<file path="src/hw/fan_mux_map.svh">
// Register map and constants for the fan drive source selector.
// Assumes inclusion by the design file by bare name.
`ifndef FAN_MUX_MAP_SVH
`define FAN_MUX_MAP_SVH
`define DUTY1_OFS 8'h30
`define DUTY2_OFS 8'h31
`define DUTY3_OFS 8'h32
`define CFG1_OFS 8'h5C
`define CFG2_OFS 8'h5D
`define CFG3_OFS 8'h5E
`define BEHAVIOUR_SELECT_HI 7
`define BEHAVIOUR_SELECT_LO 5
`define BEHAVIOUR_SELECT_DISABLED 3'h4
`define CFG_RESET 8'h80
`define DUTY_RESET 8'hFF
`define DUTY_FULL 8'hFF
`define DUTY_OFF 8'h00
`define PERIOD_LAST 8'hFE
`define NUM_DRIVES 3
`endif

</file>
<file path="src/hw/fan_mux_pkg.sv">
// Types shared by the fan drive source selector.
// Assumes fan_mux_map.svh is on the include path.
package fan_mux_pkg;
  typedef enum logic [2:0] {
    SRC_REMOTE1 = 3'h0,
    SRC_LOCAL = 3'h1,
    SRC_REMOTE2 = 3'h2,
    SRC_FULL = 3'h3,
    SRC_OFF = 3'h4,
    SRC_MAX_LR2 = 3'h5,
    SRC_MAX_ALL = 3'h6,
    SRC_MANUAL = 3'h7
  } behaviour_t;

  typedef struct packed {
    logic [7:0] remote1;
    logic [7:0] local_ch;
    logic [7:0] remote2;
  } demand_t;

  typedef struct packed {
    logic wr;
    logic rd;
    logic [7:0] addr;
    logic [7:0] wdata;
  } reg_req_t;

  typedef struct packed {
    logic [2:0][7:0] cfg;
    logic [2:0][7:0] duty;
    logic [2:0][7:0] cnt;
    logic [2:0] drive;
    logic [7:0] rdata;
    logic rvalid;
    logic [2:0] thermal_limit_signal_meta;
    logic [2:0] thermal_limit_signal_sync;
  } state_t;
endpackage
</file>
<file path="src/hw/fan_drive_source_mux.sv">
// Per-output source selector and pulse-width generator for three fan drives.
// Assumes demands from per-channel calibration stages on core_clk and a
// register port from the management bus interface on the same clock.
// Functional notes
// - Each output has its own behaviour field, config bits 7 to 5.
// - Codes 000, 001, 010 select remote one, local, remote two demand.
// - Code 101 drives the higher of local and remote two demands.
// - Code 110 drives the highest of all three channel demands.
// - Code 011 forces full speed regardless of temperature.
// - Code 100 disables the output; reset value of every field.
// - Code 111 lets duty register writes set output duty directly.
// - Over thermal limit, outputs except disabled ones rise to max or full duty, even manual.
// - Each channel computes its demand independently of its users.
// - Automatic control keeps updating outputs without host action.
// - Duty registers are eight bits, 0 to 100 percent, 0.39 percent steps.
// - Channel demand ramps linearly from floor to full across span.
// - Duty registers read back the applied duty in every mode.
`timescale 1ns/1ns
`include "fan_mux_map.svh"
module fan_drive_source_mux (
  input wire logic core_clk,
  input wire logic rst,
  input wire fan_mux_pkg::reg_req_t req,
  output logic [7:0] rdata,
  output logic rvalid,
  input wire fan_mux_pkg::demand_t demand,
  input wire logic [2:0] over_limit,
  input wire logic [2:0] [7:0] ceiling_duty,
  input wire logic [2:0] boost_to_full,
  output logic fan_drive_one,
  output logic fan_drive_two,
  output logic fan_drive_three
);
  fan_mux_pkg::state_t s_q, s_d;
  logic [2:0][7:0] sel_duty;
  logic [2:0] thermal_limit_signal_hit;
  logic [2:0] is_manual;
  logic [7:0] max_lr2;
  logic [7:0] max_all;

  // Channel demands arrive already ramped per channel; shared by all
  // outputs so one channel may feed several drives.
  always_comb begin
    max_lr2 = (demand.local_ch > demand.remote2) ? demand.local_ch
                                                 : demand.remote2;
    max_all = (max_lr2 > demand.remote1) ? max_lr2 : demand.remote1;
  end

  // Thermal limit pin is asynchronous: two stages before any use
  assign thermal_limit_signal_hit = s_q.thermal_limit_signal_sync;

  for (genvar i = 0; i < `NUM_DRIVES; i++) begin : g_sel
    fan_mux_pkg::behaviour_t b;
    logic [7:0] base;
    logic [7:0] boost;
    logic [7:0] sel;
    assign b = fan_mux_pkg::behaviour_t'(s_q.cfg[i][`BEHAVIOUR_SELECT_HI:`BEHAVIOUR_SELECT_LO]);
    assign boost = boost_to_full[i] ? `DUTY_FULL : ceiling_duty[i];
    assign is_manual[i] = (b == fan_mux_pkg::SRC_MANUAL);
    assign sel_duty[i] = sel;
    always_comb begin
      case (b)
        fan_mux_pkg::SRC_REMOTE1: base = demand.remote1;
        fan_mux_pkg::SRC_LOCAL: base = demand.local_ch;
        fan_mux_pkg::SRC_REMOTE2: base = demand.remote2;
        fan_mux_pkg::SRC_MAX_LR2: base = max_lr2;
        fan_mux_pkg::SRC_MAX_ALL: base = max_all;
        fan_mux_pkg::SRC_FULL: base = `DUTY_FULL;
        fan_mux_pkg::SRC_OFF: base = `DUTY_OFF;
        fan_mux_pkg::SRC_MANUAL: base = s_q.duty[i];
        default: base = `DUTY_OFF;
      endcase
      // Override beats a lower duty in every mode except disabled, manual included
      if (thermal_limit_signal_hit[i] && b != fan_mux_pkg::SRC_OFF && boost > base) begin
        sel = boost;
      end else begin
        sel = base;
      end
    end
  end

  always_comb begin
    s_d = s_q;
    // Two-stage synchroniser; first stage read only by the second
    s_d.thermal_limit_signal_meta = over_limit;
    s_d.thermal_limit_signal_sync = s_q.thermal_limit_signal_meta;
    s_d.rvalid = 1'b0;
    for (int i = 0; i < `NUM_DRIVES; i++) begin
      // Duty latched at period start, but manual duty writes land mid-period and can cut a pulse
      if (s_q.cnt[i] == `PERIOD_LAST) begin
        s_d.cnt[i] = `DUTY_OFF;
        // Automatic modes refresh every period on their own
        if (!is_manual[i] || thermal_limit_signal_hit[i]) begin
          s_d.duty[i] = sel_duty[i];
        end
      end else begin
        s_d.cnt[i] = s_q.cnt[i] + 8'h01;
      end
    end
    if (req.wr) begin
      case (req.addr)
        `CFG1_OFS: s_d.cfg[0] = req.wdata;
        `CFG2_OFS: s_d.cfg[1] = req.wdata;
        `CFG3_OFS: s_d.cfg[2] = req.wdata;
        // Writes only land in manual mode; otherwise dropped
        `DUTY1_OFS: if (is_manual[0])
          s_d.duty[0] = req.wdata;
        `DUTY2_OFS: if (is_manual[1])
          s_d.duty[1] = req.wdata;
        `DUTY3_OFS: if (is_manual[2])
          s_d.duty[2] = req.wdata;
        default: ;
      endcase
    end
    if (req.rd) begin
      s_d.rvalid = 1'b1;
      case (req.addr)
        `CFG1_OFS: s_d.rdata = s_q.cfg[0];
        `CFG2_OFS: s_d.rdata = s_q.cfg[1];
        `CFG3_OFS: s_d.rdata = s_q.cfg[2];
        `DUTY1_OFS: s_d.rdata = s_q.duty[0];
        `DUTY2_OFS: s_d.rdata = s_q.duty[1];
        `DUTY3_OFS: s_d.rdata = s_q.duty[2];
        default: s_d.rdata = `DUTY_OFF;
      endcase
    end
    // 255 counts per period: 0xFF is a solid high, 0x00 solid low
    // Next count and duty, so output never lags the applied duty
    for (int i = 0; i < `NUM_DRIVES; i++) begin
      s_d.drive[i] = (s_d.cnt[i] < s_d.duty[i]);
    end
  end

  always_ff @(posedge core_clk) begin
    if (rst) begin
      s_q.cfg <= {`CFG_RESET, `CFG_RESET, `CFG_RESET};
      s_q.duty <= {`DUTY_RESET, `DUTY_RESET, `DUTY_RESET};
      // Parked at period end: first edge loads the disabled duty at once
      s_q.cnt <= {`PERIOD_LAST, `PERIOD_LAST, `PERIOD_LAST};
      s_q.drive <= '0;
      s_q.rdata <= '0;
      s_q.rvalid <= 1'b0;
      s_q.thermal_limit_signal_meta <= '0;
      s_q.thermal_limit_signal_sync <= '0;
    end else begin
      s_q <= s_d;
    end
  end

  assign rdata = s_q.rdata;
  assign rvalid = s_q.rvalid;
  assign fan_drive_one = s_q.drive[0];
  assign fan_drive_two = s_q.drive[1];
  assign fan_drive_three = s_q.drive[2];
endmodule

</file>
<file path="config.mk">
export PLATFORM = sky130hd
export DESIGN_NAME = fan_drive_source_mux
export DESIGN_NICKNAME = d
export VERILOG_FILES = /design/src/hw/fan_mux_pkg.sv /design/src/hw/fan_drive_source_mux.sv
export VERILOG_INCLUDE_DIRS = /design/src /design/src/hw
export SDC_FILE = /design/constraint.sdc
export NUM_CORES = 1
export LEC_CHECK = 0
export ABC_AREA = 1
export BUFFER_PORTS_ARGS = -buffer_cell sky130_fd_sc_hd__buf_2
export CORE_MARGIN = 1.5
export CORE_UTILIZATION = 51
export DETAILED_ROUTE_END_ITERATION = 8
export PLACE_DENSITY_LB_ADDON = 0.3
export SLEW_MARGIN = 0
export SYNTH_ARGS = -nofsm -noshare
export SYNTH_HDL_FRONTEND = slang
export SYNTH_SLANG_ARGS = --single-unit
</file>
<file path="constraint.sdc">
create_clock -name core_clk -period 6.7 [get_ports core_clk]
set_clock_uncertainty 0.1 [all_clocks]
set_input_delay 1.005 -clock core_clk [delete_from_list [all_inputs] [get_ports core_clk]]
set_output_delay 1.005 -clock core_clk [all_outputs]
set_load 0.005 [all_outputs]
</file>
==> results of run 1 <==
## cell usage after synthesis, drive strengths merged (17+ instances only)
cell type	count	share of area
nand2	260	0.14
inv	166	0.085
o21ai	114	0.085
nor2	91	0.048
dfxtp	90	0.25
a21oi	83	0.057
ha	67	0.11
nand3	62	0.043
o22ai	36	0.038
nand4	24	0.023
or2	23	0.020
a221oi	19	0.023
clkbuf	17	0.0087
## final cells by class
type,count,area (um^2),share of cell area
sequential,90,1802,0.2215
clock buffer,9,225.2,0.02768
tap,180,225.2,0.02768
clock inverter,7,83.83,0.01030
inverter,168,630.6,0.07751
multi-input combinational,833,4721,0.5803
timing repair buffer,88,447.9,0.05506
## power groups by stage
stage | combinational (W) | sequential [W] | clock, W
finish | 0.00162 | 0.000819 | 0.000534
detailed placement | 0.00158 | 0.000822 | 0
global route | 0.00188 | 0.000829 | 0.000558
CTS | 0.00161 | 0.000811 | 0.000539
global placement | 0.00156 | 0.000820 | 0
floorplan | 0.00124 | 0.000770 | 0
## through the flow
stage | utilization | instances | setup slack [ps] | hold WS (ps) | total power [W]
final | 0.5838 | 1375 | 596.9 | 303.5 | 0.002973
after CTS | 0.5836 | 1375 | 607.6 | 305.9 | 0.002956
after detailed placement | 0.5615 | 1359 | 298.4 | 295.9 | 0.002405
after global routing | 0.5838 | 1375 | 29.49 | 324.0 | 0.003270
after floorplan | - | 1123 | 1131 | 288.3 | 0.002011
after global placement | 0.5615 | 1359 | 352.4 | 291.3 | 0.002377
## timing repair
item / 4_1_cts / 5_1_grt
gates resized for setup: 0 / 2
buffers inserted: 0 / 0
setup endpoints to repair: 0 / 1
## flip-flops by register name, summed over array words and instances (netlist names)
| name | cells |
|---|---|
| s_q | 63 |
| g_sel.b | 9 |
| rdata | 8 |
| s_d | 3 |
| thermal_limit_signal_hit | 3 |
| fan_drive_one | 1 |
| fan_drive_three | 1 |
| fan_drive_two | 1 |
| rvalid | 1 |
## kinds of logic after synthesis
| kind of cell | count (synthesis) | synth area share |
|---|---|---|
| buffers and inverters | 200 | 0.1091 |
| AOI/OAI and AO/OA | 283 | 0.2376 |
| and+or+nand+nor | 483 | 0.2925 |
| DFF | 90 | 0.2462 |
| adders and majority gates | 67 | 0.1145 |
## routing by layer
metal,part of all wire,global-route usage
met5,0,0
met4,0.051,0.1650
met3,0.096,0.06645
met2,0.43,0.5104
met1,0.43,0.4388
## critical path, delay by kind of cell
kind	cells	cell delay [ps]
simple gates	19	2060
compound gates	8	1320
fa+ha+maj	4	1280
buf+inv	3	550
## path summary, 6_finish.rpt
| check | endpoint | slack [ps] | cells past startpoint |
|---|---|---|---|
| worst max-delay path | fan_drive_two | 600 | 34 |
| worst min-delay path | thermal_limit_signal_hit[0] | 300 | 2 |
| worst max register to register | fan_drive_three | 2410 | 20 |
| worst min register to register | thermal_limit_signal_hit[0] | 300 | 2 |
==> metrics.md, run 1 <==
| Metric | Value |
|---|---|
| Outcome | finished, final reports clean |
| TNS Setup | 0 ps |
| Layout cell share with drive strength beyond 1 | 0.1565 |
| Critical path data arrival time | 6240 ps |
| Most frequent cells in the layout | nand2_1, inv_1, o21ai_0, dfxtp_1, nor2_1 |
| Fin. Hold Viols | 0 |
| Vias in the first global route | approximately 7300 |
| Initial Util | 0.5252 |
| Inserted Diodes | 0 |
| Hold_buf cts | 0 |
| Rows | 43 |
| Comb power frac | 0.545 |
| Fill count | 1402 |
| Most used cell, CP | nand2_1 |
| Unique cell type count in the Yosys netlist | 45 |
| Antenna violations before repair | 0 |
| First-pass GRT wire length | 37810 um |
| Fin area | just over 0.008 mm^2 |
| Dpl cell area | 0.007824 mm^2 |
| Crit path time final | just over 6000 ps |
| GRT overflow | 0 |
| Reg power frac | 0.276 |
| Fmax | 0.1639 GHz |
| NetSw | 0.001380 W |
| P_leak | 4.053 nW |
| Worst slew pin tran | about 830 ps |
| TritonCTS clock tree | yes |
| Drt total wl | 24590 um |
| Main synth FF type | dfxtp_1 |
| Synth warn | 0 |
| Drt first pass iters | 8 |
| Post-DR wirelength/cell | 17.88 um |
| Via density | 5.817 |
| Rel. slew slack | 0.4481 |
| Synthesized instance count | 1123 |
| P_int | 0.001592 W |
| Num ports | 86 |
| Final Setup Violations | 0 |
| Max-Cap Viols | 0 |
| CP max stage delay | approximately 360 ps |
| Crit. End Element | flip-flop |
| PwrDens | 365.4 mW/mm^2 |
| DP Wirelength | 19400 um |
| Max-slew violations | 0 |
| Die height | 122.8 um |
| Core region area | 0.01393 mm^2 |
| Ys async rst share | 0 |
| Sequential share of the synthesized area | 0.2462 |
| DR vias | 7999 |
| Die Wd | between 100 and 150 um |
| Synthesized Nets | 1264 |
| Commonest non-fill, non-tap cell in the layout | nand2_1 |
| Mapped Area | about 0.0073 mm^2 |
| PortBufs | 85 |
| Sw Share | 0.4643 |
| CTS Buf Count | 9 |
| Routed Antenna Nets | 0 |
| Yosys reg bits | 90 |
| H-Tree Level Count | 3 |
| Maximum vdd drop | 0.2569 mV |
| Max Root-Sink Buffers | 2 |
| Crit start category | primary input |
| Die area | 0.01508 mm^2 |
| RR Startpoint | g_sel[2].b[2] |
| Hold Crit Start | s_d[0] |
| Post-synth EDFFs | 0 |
| Final nets | 1331 |
| Final period utilization | 0.9109 |
| Crit path from | demand[7] |
| Crit-path max FO | 14 |
| Setup Crit Path Kind | in -> reg |
| Number of DRC markers in iteration 0 | 762 |
| CP max stage cell | ha_1 |
| Syn-to-layout area delta | 11.16% |
| RePlAce Congestion | approximately 1.1 |
| Sink Count | 90 |
| Critical path required time | roughly 7000 ps |
| Syn avg cell area | 6.517 um^2 |
| Clk Tree Root Cell | clkbuf_16 |
| GRT Util Overall | 0.3311 |
| Largest net degree at the start of global routing | 63 |
| Worst skew pair latency | approximately 360 ps |
| # DRC | 0 |
| Clock Power Share | 0.180 |
| Hold WC Path Type | reg -> reg |
| RSZ-0062 raised after global routing | no |
| Clock transition at the registers of the reported paths | 70 ps |
No activity file was read; power rests on OpenSTA's default activity.
==> run 2: changes to the inputs <==
--- a/config.mk
+++ b/config.mk
@@ -13,5 +13,4 @@
 export DETAILED_ROUTE_END_ITERATION = 8
 export PLACE_DENSITY_LB_ADDON = 0.3
-export SLEW_MARGIN = 0
 export SYNTH_ARGS = -nofsm -noshare
 export SYNTH_HDL_FRONTEND = slang
==> constraint.sdc (replaced) <==
create_clock -name core_clk -period 6.7 [get_ports core_clk]
set_clock_uncertainty 0.1 [all_clocks]
set_input_delay 1.34 -clock core_clk [delete_from_list [all_inputs] [get_ports core_clk]]
set_output_delay 1.34 -clock core_clk [all_outputs]
set_load 0.005 [all_outputs]
==> metrics.md, run 2 (synthesis gave the netlist of run 1 again) <==
| Metric | Value |
|---|---|
| Clk Tree Root Cell | clkbuf_16 (unchanged) |
| Drt first pass iters | 5 (was 8) |
| Most frequent cells in the layout | nand2_1, inv_1, dfxtp_1 (was nand2_1, inv_1, o21ai_0, dfxtp_1, nor2_1) |
| Commonest non-fill, non-tap cell in the layout | nand2_1 (unchanged) |
| Max Root-Sink Buffers | 2 (unchanged) |
| Number of DRC markers in iteration 0 | 680 (was 762) |
| Num ports | 86 (unchanged) |
| Die Wd | 122.8 um (unchanged) |
| Routed Antenna Nets | 0 (unchanged) |
| Dpl cell area | 0.007936 mm^2 (was 0.007824 mm^2) |
| NetSw | 0.001395 W (was 0.001380 W) |
| Die height | 122.8 um (unchanged) |
| P_int | 0.001608 W (was 0.001592 W) |
| Finished Layout Cells | 1392 (was 1375) |
| Vias in the first global route | 7279 (was 7271) |
| Fmax | 0.1580 GHz (was 0.1639 GHz) |
| First-pass GRT wire length | 37930 um (was 37810 um) |
| Via density | 5.873 (was 5.817) |
| Setup Crit Path Kind | in -> reg (unchanged) |
| Largest net degree at the start of global routing | 63 (unchanged) |
| RePlAce Congestion | 1.082 (was 1.051) |
| Sw Share | 0.4646 (was 0.4643) |
| Antenna violations before repair | 0 (unchanged) |
| CP max stage delay | 330 ps (was 360 ps) |
| GRT overflow | 0 (unchanged) |
| Max-slew violations | 0 (unchanged) |
| Drt total wl | 24810 um (was 24590 um) |
| Layout cell share with drive strength beyond 1 | 0.1708 (was 0.1565) |
| Outcome | finished, final reports clean (unchanged) |
| Core region area | 0.01393 mm^2 (unchanged) |
| Maximum vdd drop | 0.2899 mV (was 0.2569 mV) |
| TritonCTS clock tree | yes (unchanged) |
| Most used cell, CP | nand2_1 (unchanged) |
| CP max stage cell | a221oi_1 (was ha_1) |
| P_leak | 4.126 nW (was 4.053 nW) |
| Critical path required time | 6880 ps (was 6840 ps) |
| Hold_buf cts | 0 (unchanged) |
| Met1 Wirelength | 10940 um (was 10470 um) |
| Crit path from | demand[7] (unchanged) |
| Clock transition at the registers of the reported paths | 70 ps (about the same) |
| Post-route setup slack | 372.4 ps (was 596.9 ps) |
| Final hold slack | 304.2 ps (was 303.5 ps) |
| GRT Util Overall | 0.3320 (was 0.3311) |
| Crit path time final | 6328 ps (was 6103 ps) |
| Sink Count | 90 (unchanged) |
| Reg power frac | 0.271 (was 0.276) |
| Hold WC Path Type | reg -> reg (unchanged) |
| Worst skew pair latency | 360 ps (about the same) |
| Clock Power Share | 0.181 (was 0.180) |
| Top Metal Used | met4 (unchanged) |
| Met3 WL | 1982 um (was 2351 um) |
| Rows | 43 (unchanged) |
| Final Setup Violations | 0 (unchanged) |
| Initial Util | 0.5252 (unchanged) |
| Top reg by flops | s_q (unchanged) |
| H-Tree Level Count | 3 (unchanged) |
| PwrDens | 361.6 mW/mm^2 (was 365.4 mW/mm^2) |
| Worst Setup Slack post-DPL | 106.2 ps (was 298.4 ps) |
| Fin. Hold Viols | 0 (unchanged) |
| # DRC | 0 (unchanged) |
| Routed wl met2 | 10710 um (was 10500 um) |
| Hold Crit Start | s_d[2] (was s_d[0]) |
| Final nets | 1348 (was 1331) |
| Syn-to-layout area delta | 13.52% (was 11.16%) |
| Crit-path max FO | 14 (unchanged) |
| Rel. slew slack | 0.4164 (was 0.4481) |
| Comb power frac | 0.548 (was 0.545) |
| Largest register FFs | 63 (unchanged) |
| Die area | 0.01508 mm^2 (unchanged) |
| RR Startpoint | g_sel[1].b[1] (was g_sel[2].b[2]) |
| Max-Cap Viols | 0 (unchanged) |
| Post-DR wirelength/cell | 17.82 um (was 17.88 um) |
| PortBufs | 85 (unchanged) |
| Crit. End Element | flip-flop (unchanged) |
| Fin area | 0.008308 mm^2 (was 0.008135 mm^2) |
| DR vias | 8175 (was 7999) |
| Critical path data arrival time | 6510 ps (was 6240 ps) |
| DP Wirelength | 19660 um (was 19400 um) |
| Placed insts | 1374 (was 1359) |
| Crit start category | primary input (unchanged) |
| Final period utilization | 0.9444 (was 0.9109) |
| Inserted Diodes | 0 (unchanged) |
| Worst slew pin tran | 875.4 ps (was 827.8 ps) |
| CTS Buf Count | 9 (unchanged) |
## run 2: changes by cell type in the layout (fill, tap and decap cells not counted), moves of 2 or more
| cell | delta |
|---|---|
| inv_6 | -2 |
| clkinvlp_4 | +2 |
| buf_4 | +16 |
| o21ai_4 | +2 |
## run 2: area by class of cell
| class | count | area [um^2] |
|---|---|---|
| sequential | 90 | 1802 |
| clock buffer | 9 | 225.2 |
| timing repair inverter | 1 | 5.005 |
| fill | 1361 | 5627 |
| timing repair buffer | 104 | 568.0 |
| clock inverter | 7 | 96.34 |
| inverter | 168 | 634.4 |
| multi-input combinational | 833 | 4752 |
| tap | 180 | 225.2 |
## run 2: path summary, 6_finish.rpt
| kind | endpoint | slack, ps | depth (start not counted) |
|---|---|---|---|
| setup / recovery | fan_drive_two | 370 | 40 |
| hold / removal | thermal_limit_signal_hit[2] | 300 | 2 |
| setup reg to reg | fan_drive_two | 2540 | 24 |
| hold reg to reg | thermal_limit_signal_hit[2] | 300 | 2 |
## run 2: metal layers
metal | up-vias | GRT usage
met5 | - | 0
met4 | 0 | 0.1853
met3 | 92 | 0.04879
met2 | 417 | 0.5069
met1 | 3704 | 0.4469
li1 | 3962 | -
## run 2: worst max-delay path: cells and delay by family
family	cells	cell delay (ps)
AO/OA/AOI/OAI	7	1070
buffers and inverters	8	870
adder cells (fa/ha/maj)	4	1130
AND/OR/NAND/NOR	21	2080
## run 2: power by group through the flow
stage                     clock network [W]  logic (W)  registers (W)
after floorplan                           0    0.00124       0.000770
after global placement                    0    0.00157       0.000819
after detailed placement                  0    0.00160       0.000818
after CTS                          0.000550    0.00162       0.000807
after global routing               0.000569    0.00189       0.000823
final                              0.000544    0.00164       0.000815
## run 2: per-stage QoR
step	power (W)	utilization	setup TNS, ps
after floorplan	0.002011	-	0
after global placement	0.002392	0.5695	0
after detailed placement	0.002419	0.5695	0
after CTS	0.002972	0.5926	0
after global routing	0.003281	0.5962	-4.488
final	0.003004	0.5962	0
## run 2: what timing repair did
item	4_1_cts	5_1_grt
setup endpoints to repair	0	3
buffers inserted	0	1
gates resized for setup	0	9
